File: config.mk
export PLATFORM = sky130hd
export DESIGN_NAME = cpsc_ctrl
export DESIGN_NICKNAME = d
export VERILOG_FILES = /design/src/hdl/cpsc_pkg.sv /design/src/hdl/cpsc_ctrl.sv
export SDC_FILE = /design/constraint.sdc
export NUM_CORES = 1
export LEC_CHECK = 0
export ABC_AREA = 1
export BUFFER_PORTS_ARGS = -buffer_cell sky130_fd_sc_hd__buf_2
export CORE_ASPECT_RATIO = 2
export CORE_MARGIN = 5
export CORE_UTILIZATION = 45
export CTS_CLUSTER_DIAMETER = 30
export DETAILED_ROUTE_END_ITERATION = 10
export PLACE_DENSITY = 0.75
export SYNTH_ARGS = -nofsm -noshare
export SYNTH_HDL_FRONTEND = slang
export SYNTH_SLANG_ARGS = --single-unit
File: constraint.sdc
create_clock -name clk_sys -period 3.15 [get_ports clk_sys]
set_input_delay 0.315 -clock clk_sys [delete_from_list [all_inputs] [get_ports clk_sys]]
set_output_delay 0.315 -clock clk_sys [all_outputs]
set_load 0.05 [all_outputs]
File: src/hdl/cpsc_pkg.sv
/*
 * Package of the processing-state controller: state, instruction and
 * exception encodings, access state counts and reset values.
 * Assumes one system clock; every count is in states of that clock.
 */
package cpsc_pkg;

   // ---------------------------------------------------------------
   // Encodings
   // ---------------------------------------------------------------
   typedef enum logic [3:0] {
      ST_RESET  = 4'h0,
      ST_RVEC   = 4'h1,
      ST_RUN    = 4'h2,
      ST_PUSHPC = 4'h3,
      ST_PUSHCC = 4'h4,
      ST_VEC    = 4'h5,
      ST_BUSREL = 4'h6,
      ST_SLEEP  = 4'h7,
      ST_SWSTBY = 4'h8,
      ST_HWSTBY = 4'h9
   } cpsc_state_t;

   typedef enum logic [1:0] {
      IK_PLAIN = 2'h0,
      IK_FLAGS = 2'h1,
      IK_TRAP  = 2'h2,
      IK_SLEEP = 2'h3
   } cpsc_ikind_t;

   typedef enum logic [1:0] {
      SP_MEM    = 2'h0,
      SP_PERIPH = 2'h1,
      SP_EXT    = 2'h2
   } cpsc_space_t;

   typedef enum logic [1:0] {
      EK_RESET = 2'h0,
      EK_IRQ   = 2'h1,
      EK_TRAP  = 2'h2,
      EK_NONE  = 2'h3
   } cpsc_exc_t;

   // ---------------------------------------------------------------
   // Counts, offsets and reset values
   // ---------------------------------------------------------------
   localparam int          AREAS          = 8;
   localparam logic [1:0]  MEM_STATES     = 2'h2;
   localparam logic [1:0]  PERIPH_STATES  = 2'h3;
   localparam logic [1:0]  EXT_SHORT      = 2'h2;
   localparam logic [1:0]  EXT_LONG       = 2'h3;
   localparam logic [1:0]  EXC_STEP       = 2'h2;
   localparam logic [7:0]  WDT_RST_STATES = 8'h04;
   localparam logic [23:0] PUSH_PC_OFS    = 24'h000002;
   localparam logic [23:0] PUSH_CC_OFS    = 24'h000004;
   localparam logic        INIT_MASK      = 1'b1;
   localparam logic        INIT_UE        = 1'b1;
   localparam logic        INIT_SLEEP_DEPTH_SEL      = 1'b0;

endpackage

File: src/hdl/cpsc_ctrl.sv
/*
 * Processing-state controller: reset, exception sequencing, interrupt
 * masking, bus release, power-down modes and access state timing.
 * Assumes an instruction sequencer that pulses instr_done at each
 * instruction end, an interrupt controller holding requests until
 * acknowledged, and an outside datapath that performs the stack and
 * vector accesses this block announces.
 */
//
// Summary of operation
// - Reset beats interrupt; interrupt beats trap.
// - Reset pin low aborts and holds reset.
// - Reset pin rising starts reset vector fetch.
// - Reset sets interrupt mask; nmi_req is not masked.
// - No interrupt during or right after reset.
// - Interrupts sampled at instruction/sequence ends, and at any time in sleep or software standby.
// - No interrupt after flag instructions or reset.
// - Trap instruction starts trap handling unless an interrupt is taken.
// - Push program counter, then flags, on stack.
// - Then set mask; also user bit if disabled.
// - Then fetch handler vector and branch.
// - Bus released on request; interrupts held off.
// - Watchdog overflow enters reset like the pin.
// - Sleep instruction, select 0: sleep mode.
// - Select 1: standby, clocks off, peripherals reset.
// - Standby pin low: halt, clocks off, reset.
// - Every access lasts two or three states.
// - On-chip memory: two states, 16-bit path.
// - Peripheral registers: three states, 8/16-bit path.
// - Eight external areas, configured width and length.
// - User-bit enable resets to one.
`timescale 1ns/10ps

module cpsc_ctrl #(
   parameter logic [7:0] WDT_HOLD = cpsc_pkg::WDT_RST_STATES
) (
   // Clock and reset
   input  wire logic               clk_sys,
   input  wire logic               rst_n,
   // Pins
   input  wire logic               hard_init_n,
   input  wire logic               hw_standby_n,
   input  wire logic               wdt_overflow,
   // System control
   input  wire logic               sys_ctrl_wr,
   input  wire logic               sleep_depth_sel_wdata,
   input  wire logic               ue_wdata,
   output logic                    sleep_depth_sel_r,
   output logic                    user_bit_enable_r,
   // Instruction sequencer
   input  wire logic               instr_done,
   input  cpsc_pkg::cpsc_ikind_t   instr_kind,
   input  wire logic [1:0]         flags_wdata,
   // Interrupt controller
   input  wire logic               irq_req,
   input  wire logic               nmi_req,
   output logic                    irq_ack_r,
   // Exception sequence
   input  wire logic [31:0]        stack_ptr_reg,
   output cpsc_pkg::cpsc_state_t   cpu_state_r,
   output cpsc_pkg::cpsc_exc_t     exc_kind_r,
   output logic                    push_wr_r,
   output logic                    push_cc_r,
   output logic [23:0]             push_addr_r,
   output logic                    vec_fetch_r,
   // Condition flags
   output logic                    int_mask_r,
   output logic                    user_or_mask_bit_r,
   // Power
   output logic                    cpu_halt_r,
   output logic                    clk_halt_r,
   output logic                    periph_rst_r,
   // Bus arbitration
   input  wire logic               bus_req,
   output logic                    bus_grant_r,
   // Access timing
   input  wire logic               acc_req,
   input  cpsc_pkg::cpsc_space_t   acc_space,
   input  wire logic [2:0]         acc_area,
   input  wire logic               acc_word,
   input  wire logic [7:0]         area_wide,
   input  wire logic [7:0]         area_long,
   input  wire logic               periph_wide,
   output logic                    acc_busy_r,
   output logic                    acc_done_r,
   output logic                    acc_wide_r,
   output logic                    acc_word_r
);
   import cpsc_pkg::*;

   // ---------------------------------------------------------------
   // State
   // ---------------------------------------------------------------
   cpsc_state_t st_nxt;
   cpsc_exc_t   exc_nxt;
   logic [1:0]  step_r, step_nxt;
   logic [7:0]  hold_r, hold_nxt;
   logic        block_r, block_nxt;
   logic        mask_nxt, umask_nxt, ue_nxt, sleep_depth_sel_nxt, ack_nxt;
   logic        boundary, flag_bound, wanted, accept, step_last, in_step;

   always_comb begin
      in_step    = (cpu_state_r == ST_PUSHPC) || (cpu_state_r == ST_PUSHCC)
                   || (cpu_state_r == ST_VEC) || (cpu_state_r == ST_RVEC);
      step_last  = in_step && (step_r == EXC_STEP - 2'h1);
      // Sampled here at instruction end or sequence end; sleep and software standby sample at any time
      boundary   = ((cpu_state_r == ST_RUN) && instr_done)
                   || ((cpu_state_r == ST_VEC) && step_last);
      flag_bound = (cpu_state_r == ST_RUN) && instr_done && (instr_kind == IK_FLAGS);
      wanted     = nmi_req || (irq_req && !int_mask_r);
      // Held off after reset and after flag instructions
      accept     = boundary && wanted && !block_r && !flag_bound;
   end

   always_comb begin
      st_nxt    = cpu_state_r;
      exc_nxt   = exc_kind_r;
      step_nxt  = in_step ? step_r + 2'h1 : 2'h0;
      hold_nxt  = (hold_r != 8'h00) ? hold_r - 8'h01 : 8'h00;
      block_nxt = block_r;
      mask_nxt  = int_mask_r;
      umask_nxt = user_or_mask_bit_r;
      ue_nxt    = sys_ctrl_wr ? ue_wdata : user_bit_enable_r;
      sleep_depth_sel_nxt  = sys_ctrl_wr ? sleep_depth_sel_wdata : sleep_depth_sel_r;
      ack_nxt   = 1'b0;
      if (step_last)
         step_nxt = 2'h0;
      unique case (cpu_state_r)
         ST_RESET: begin
            // Leaves the cycle after the pin rises
            if (hard_init_n && (hold_r == 8'h00))
               st_nxt = ST_RVEC;
         end
         ST_RVEC: begin
            if (step_last) begin
               st_nxt    = ST_RUN;
               block_nxt = 1'b1;
            end
         end
         ST_RUN: begin
            if (instr_done) begin
               block_nxt = 1'b0;
               if (flag_bound) begin
                  mask_nxt  = flags_wdata[0];
                  umask_nxt = flags_wdata[1];
               end
               // Interrupt outranks a trap at the same boundary
               if (accept) begin
                  st_nxt  = ST_PUSHPC;
                  exc_nxt = EK_IRQ;
                  ack_nxt = 1'b1;
               end else if (instr_kind == IK_TRAP) begin
                  st_nxt  = ST_PUSHPC;
                  exc_nxt = EK_TRAP;
               end else if (instr_kind == IK_SLEEP) begin
                  st_nxt = sleep_depth_sel_r ? ST_SWSTBY : ST_SLEEP;
               end else if (bus_req) begin
                  st_nxt = ST_BUSREL;
               end
            end
         end
         ST_PUSHPC: begin
            if (step_last)
               st_nxt = ST_PUSHCC;
         end
         ST_PUSHCC: begin
            if (step_last) begin
               st_nxt   = ST_VEC;
               mask_nxt = 1'b1;
               if (!user_bit_enable_r)
                  umask_nxt = 1'b1;
            end
         end
         ST_VEC: begin
            if (step_last) begin
               // A pending nmi_req chains straight into a new sequence; irq_req is masked here
               if (accept) begin
                  st_nxt  = ST_PUSHPC;
                  exc_nxt = EK_IRQ;
                  ack_nxt = 1'b1;
               end else begin
                  st_nxt  = ST_RUN;
                  exc_nxt = EK_NONE;
               end
            end
         end
         ST_BUSREL: begin
            if (!bus_req)
               st_nxt = ST_RUN;
         end
         ST_SLEEP, ST_SWSTBY: begin
            if (wanted) begin
               st_nxt  = ST_PUSHPC;
               exc_nxt = EK_IRQ;
               ack_nxt = 1'b1;
            end
         end
         ST_HWSTBY: begin
            // Standby exit always passes through reset
            if (hw_standby_n)
               st_nxt = ST_RESET;
         end
         default: st_nxt = ST_RESET;
      endcase
      // Reset sources override everything but the standby pin
      if (!hard_init_n || wdt_overflow || (cpu_state_r == ST_RESET)) begin
         if (cpu_state_r != ST_RESET || !hard_init_n || hold_r != 8'h00 || wdt_overflow)
            st_nxt = ST_RESET;
      end
      if (wdt_overflow)
         hold_nxt = WDT_HOLD;
      if (!hw_standby_n)
         st_nxt = ST_HWSTBY;
      if (st_nxt == ST_RESET || st_nxt == ST_HWSTBY) begin
         mask_nxt  = INIT_MASK;
         ue_nxt    = INIT_UE;
         sleep_depth_sel_nxt  = INIT_SLEEP_DEPTH_SEL;
         exc_nxt   = EK_RESET;
         ack_nxt   = 1'b0;
         step_nxt  = 2'h0;
         block_nxt = 1'b1;
      end
      if (st_nxt == ST_RVEC)
         exc_nxt = EK_RESET;
   end

   always_ff @(posedge clk_sys or negedge rst_n) begin
      if (!rst_n) begin
         cpu_state_r        <= ST_RESET;
         exc_kind_r         <= EK_RESET;
         step_r             <= 2'h0;
         hold_r             <= 8'h00;
         block_r            <= 1'b1;
         int_mask_r         <= INIT_MASK;
         user_or_mask_bit_r <= 1'b0;
         user_bit_enable_r  <= INIT_UE;
         sleep_depth_sel_r  <= INIT_SLEEP_DEPTH_SEL;
         irq_ack_r          <= 1'b0;
      end else begin
         cpu_state_r        <= st_nxt;
         exc_kind_r         <= exc_nxt;
         step_r             <= step_nxt;
         hold_r             <= hold_nxt;
         block_r            <= block_nxt;
         int_mask_r         <= mask_nxt;
         user_or_mask_bit_r <= umask_nxt;
         user_bit_enable_r  <= ue_nxt;
         sleep_depth_sel_r  <= sleep_depth_sel_nxt;
         irq_ack_r          <= ack_nxt;
      end
   end

   // ---------------------------------------------------------------
   // Registered strobes decoded from the next state
   // ---------------------------------------------------------------
   logic        push_nxt, pcc_nxt, vec_nxt, halt_nxt, clkh_nxt, prst_nxt, grant_nxt;
   logic [23:0] paddr_nxt;

   always_comb begin
      push_nxt  = (st_nxt == ST_PUSHPC) || (st_nxt == ST_PUSHCC);
      pcc_nxt   = (st_nxt == ST_PUSHCC);
      paddr_nxt = stack_ptr_reg[23:0] - (pcc_nxt ? PUSH_CC_OFS : PUSH_PC_OFS);
      vec_nxt   = (st_nxt == ST_VEC) || (st_nxt == ST_RVEC);
      halt_nxt  = (st_nxt == ST_RESET) || (st_nxt == ST_BUSREL) || (st_nxt == ST_SLEEP)
                  || (st_nxt == ST_SWSTBY) || (st_nxt == ST_HWSTBY);
      clkh_nxt  = (st_nxt == ST_SWSTBY) || (st_nxt == ST_HWSTBY);
      prst_nxt  = clkh_nxt || (st_nxt == ST_RESET);
      grant_nxt = (st_nxt == ST_BUSREL);
   end

   always_ff @(posedge clk_sys or negedge rst_n) begin
      if (!rst_n) begin
         push_wr_r    <= 1'b0;
         push_cc_r    <= 1'b0;
         push_addr_r  <= 24'h000000;
         vec_fetch_r  <= 1'b0;
         cpu_halt_r   <= 1'b1;
         clk_halt_r   <= 1'b0;
         periph_rst_r <= 1'b1;
         bus_grant_r  <= 1'b0;
      end else begin
         push_wr_r    <= push_nxt;
         push_cc_r    <= pcc_nxt;
         push_addr_r  <= paddr_nxt;
         vec_fetch_r  <= vec_nxt;
         cpu_halt_r   <= halt_nxt;
         clk_halt_r   <= clkh_nxt;
         periph_rst_r <= prst_nxt;
         bus_grant_r  <= grant_nxt;
      end
   end

   // ---------------------------------------------------------------
   // Access state timer
   // ---------------------------------------------------------------
   logic [1:0] area_len [AREAS];
   logic [1:0] acc_cnt_r, cnt_nxt, len;
   logic       busy_nxt, done_nxt, wide_nxt, word_nxt, take;

   for (genvar i = 0; i < AREAS; i++) begin : g_area
      assign area_len[i] = area_long[i] ? EXT_LONG : EXT_SHORT;
   end

   always_comb begin
      take     = acc_req && !acc_busy_r && (cpu_state_r == ST_RUN);
      len      = MEM_STATES;
      wide_nxt = acc_wide_r;
      word_nxt = acc_word_r;
      unique case (acc_space)
         SP_MEM:    len = MEM_STATES;
         SP_PERIPH: len = PERIPH_STATES;
         SP_EXT:    len = area_len[acc_area];
         default:   len = MEM_STATES;
      endcase
      busy_nxt = acc_busy_r && (acc_cnt_r != 2'h0);
      cnt_nxt  = busy_nxt ? acc_cnt_r - 2'h1 : 2'h0;
      if (take) begin
         busy_nxt = 1'b1;
         cnt_nxt  = len - 2'h1;
         unique case (acc_space)
            SP_MEM:    wide_nxt = 1'b1;
            SP_PERIPH: wide_nxt = periph_wide;
            SP_EXT:    wide_nxt = area_wide[acc_area];
            default:   wide_nxt = 1'b1;
         endcase
         word_nxt = acc_word;
      end
      // A reset or hardware standby aborts the access in flight
      if (st_nxt == ST_RESET || st_nxt == ST_HWSTBY) begin
         busy_nxt = 1'b0;
         cnt_nxt  = 2'h0;
      end
      done_nxt = busy_nxt && (cnt_nxt == 2'h0);
   end

   always_ff @(posedge clk_sys or negedge rst_n) begin
      if (!rst_n) begin
         acc_cnt_r  <= 2'h0;
         acc_busy_r <= 1'b0;
         acc_done_r <= 1'b0;
         acc_wide_r <= 1'b0;
         acc_word_r <= 1'b0;
      end else begin
         acc_cnt_r  <= cnt_nxt;
         acc_busy_r <= busy_nxt;
         acc_done_r <= done_nxt;
         acc_wide_r <= wide_nxt;
         acc_word_r <= word_nxt;
      end
   end
endmodule

==> flow_metrics.env <==
export IMPL_status="finished, final reports clean"
export IMPL_setup_viol=0
export IMPL_first_global_vias=3430
export IMPL_relSlewSlack=0.362
export IMPL_cp_startpoint="cpu_state_r[0]"
export IMPL_finClkSkew_ns=0.00653
export IMPL_synth_simple_area_share=0.317
export IMPL_synthCells=401
export IMPL_cts_buffer_depth=2
export IMPL_die_x_um=71.3
export IMPL_finalCritPeriodShare=0.965
export IMPL_r2r_start="cpu_state_r[0]"
export IMPL_postRouteAntennaNets=0
export IMPL_dpl_worst_slack_ns=-0.0416
export IMPL_synth_seq_area_share=0.439
export IMPL_period_needed_ns=3.04
export IMPL_gp_congestion=0.852
export IMPL_ys_seq_elements=59
export IMPL_cap_viol_max_count=0
export IMPL_hold_buffers=0
export IMPL_die_area_mm2=0.00944
export IMPL_initial_core_util=0.461
export IMPL_avgSynthCellArea_um2=8.42
export IMPL_drt_total_wl_mm=9.17
export IMPL_dp_hpwl_mm=7.10
export IMPL_end_kind="flop"
export IMPL_grt_overflow=0
export IMPL_core_mm2=0.00732
export IMPL_setup_slack_ns=0.111
export IMPL_worstSkewPairLatency_ns=0.32
export IMPL_num_vias=3279
export IMPL_place_inst=622
export IMPL_drt_iter0_drc=174
export IMPL_synth_nets=482
export IMPL_die_y_um=133
export IMPL_synth_fa_ha_area_frac=0.0356
export IMPL_cts_root_buffer="clkbuf_16"
export IMPL_drv_slew=0
export IMPL_synth_area_mm2=0.00338
export IMPL_synth_cell_types=42
export IMPL_firstDrtPassIters=4
export IMPL_tightest_slew_ns=0.957
export IMPL_synth_xor_area_share=0.0570
export IMPL_ys_top_cells_by_area="dfrtp_1 (40%), nand2_1 (8.2%), nor2_1 (6.0%)"
export IMPL_nNetsFinal=641
export IMPL_pin_count=118
export IMPL_row_count=44
export IMPL_grt_max_degree=45
export IMPL_grt_pass1_wl_mm=14.8
export IMPL_port_buffers=109
export IMPL_layoutNonFillerInstCount=657
export IMPL_rsz0062_at_grt="true"
export IMPL_htreeDepth=3
export IMPL_cp_data_arrival_time_ns=3.24
export IMPL_nFillCells=618
export IMPL_drc=0
export IMPL_synth_compound_area_frac=0.0741
export IMPL_leakage_nw=2.53
export IMPL_crit_fanout=8
export IMPL_worstPathRequired_ns=3.35
export IMPL_powerDensity_mw_per_mm2=467
export IMPL_numCtsBuffers=9
export IMPL_fmax_ghz=0.329
export IMPL_wl_per_cell_um=14.0
export IMPL_area_delta_synth_final_pct=42.6
export IMPL_antenna_found_initial=0
export IMPL_grt_use_total=0.197
export IMPL_clock_sinks=59
export IMPL_hp_class="in -> reg"
export IMPL_cts_tree="done"
export IMPL_path_class="reg -> reg"
export IMPL_finalHoldViolCount=0
export IMPL_synth_top_family_by_area="simple AND/OR/NAND/NOR gates"
export IMPL_clkTransAtPathRegs_ns=0.05
export IMPL_synth_top_area_share=0.400
export IMPL_peakVddDrop_mv=0.379
export IMPL_antennaDiodeCount=0
export IMPL_ys_warn_count=0
export IMPL_via_per_inst=4.99
export IMPL_startpoint_type="flop"
export IMPL_layout_drive_gt1_share=0.450
export IMPL_p_total_mw=2.25
export IMPL_min_from="stack_ptr_reg[0]"
export IMPL_synth_mux_area_frac=0.00296
export IMPL_synth_top_cell_by_area="dfrtp_1"
-- worst max-delay path, cell delays in order (launching register included) --
cell      delay, ns
dfrtp_2        0.46
buf_12         0.16
nor2_4         0.11
a21oi_1        0.09
nor2_2         0.16
nand3_4        0.12
a21oi_4        0.18
inv_2          0.07
nor2_4         0.16
inv_4          0.07
ha_4           0.23
a211oi_4       0.22
nand2_2        0.11
nor3_4         0.21
nand3_2        0.15
nor2_1         0.14
nand3_1        0.13
xnor2_2        0.15
-- logic make-up after synthesis --
| logic type | after synthesis |
|---|---|
| AND/OR/NAND/NOR | 212 |
| multiplexers | 1 |
| XOR/XNOR | 22 |
| buffers and inverters | 60 |
| AO/OA/AOI/OAI | 38 |
| flip-flops | 59 |
| adder cells (fa/ha/maj) | 9 |
-- flip-flops by register name, summed over array words and instances, names as in the netlist, 2 cells and up --
register and count:
cpu_state_r 4, acc_cnt_r 2, push_addr_r 24, hold_r 8, exc_kind_r 2, step_r 2
-- area by class of cell --
| cell class | count | area [um2] | share of cell area |
|---|---|---|---|
| Clock buffer | 11 | 233 | 0.0483 |
| Clock inverter | 5 | 30.0 | 0.00623 |
| Inverter | 57 | 234 | 0.0486 |
| Multi-Input combinational cell | 282 | 1830 | 0.381 |
| Sequential cell | 59 | 1490 | 0.309 |
| Tap cell | 92 | 115 | 0.0239 |
| Timing Repair Buffer | 151 | 885 | 0.184 |
-- cell usage after synthesis --
library cell	number
dfstp_2	5
inv_2	7
nor2_2	8
nor3b_1	1
o21bai_1	1
nor2_4	3
nor3_2	4
nor2_1	54
buf_2	1
dfrtp_1	54
and3_1	2
xor2_1	13
fa_1	1
a21oi_1	7
nor4_4	1
xnor2_1	9
nand3_1	26
o21ai_4	1
o211ai_1	4
nand2_4	3
o221ai_1	2
nand4_1	7
o31ai_1	1
nor3_1	8
nand2_2	10
or2_2	1
nand2_1	74
nor2_8	1
nand3_4	1
clkinv_8	1
a21oi_2	1
a21oi_4	1
a211oi_2	1
inv_1	49
buf_4	1
mux2i_1	1
o21ai_0	18
o2111ai_1	1
buf_6	1
ha_1	8
nor4_1	2
nand3_2	6
-- power by group --
| group | leakage (nW) | total [mW] | switching, mW | internal, mW |
|---|---|---|---|---|
| Sequential | 0.730 | 0.867 | 0.0404 | 0.827 |
| Combinational | 1.68 | 0.540 | 0.350 | 0.190 |
| Clock | 0.125 | 0.844 | 0.317 | 0.526 |
-- what timing repair did --
| action | 4_1_cts | 5_1_grt |
|---|---|---|
| setup buffers | 11 | 8 |
| gates resized for setup | 24 | 25 |
| setup endpoints to repair | 5 | 10 |
| pin swaps | 19 | 25 |
| gates cloned | 0 | 0 |
-- path summary, 6_finish.rpt --
path                                        end  slack [ns]  cells after the start
worst max register to register  push_addr_r[22]        0.11                     17
worst max-delay path            push_addr_r[22]        0.11                     17
max in group asynchronous          periph_rst_r        2.16                      2
min in group asynchronous            acc_word_r        0.15                      1
worst min register to register        hold_r[0]        0.44                      1
worst min-delay path             push_addr_r[0]        0.10                      1
-- placed cells by master (no fill, tap or decap), types with 6 or more instances in the layout --
cell type,n
nor2_2,9
clkbuf_16,9
nor2_1,50
buf_2,109
inv_1,46
buf_4,38
nand2_2,17
nand3_1,20
xor2_1,13
xnor2_1,8
nor2_4,6
nand2_1,65
dfrtp_1,50
inv_2,7
nand4_1,7
o21ai_0,18
nand3_2,11
nor3_1,7
-- metal layers --
layer / GRT usage / part of all wire
met5: 0 / 0
met2: 0.385 / 0.59
met3: 0.0418 / 0.041
met4: 0.113 / 0.049
met1: 0.175 / 0.32
-- stage by stage --
stage | TNS, ns | area (um2) | util | hold WS [ns]
floorplan | 0 | 3390 | - | 0.0194
global placement | 0 | 4210 | 0.575 | 0.413
detailed placement | -0.0764 | 4210 | 0.575 | 0.414
CTS | 0 | 4650 | 0.636 | 0.0897
global route | -0.277 | 4820 | 0.658 | 0.0868
finish | 0 | 4820 | 0.658 | 0.101
Power figures use the tool's default switching activity.
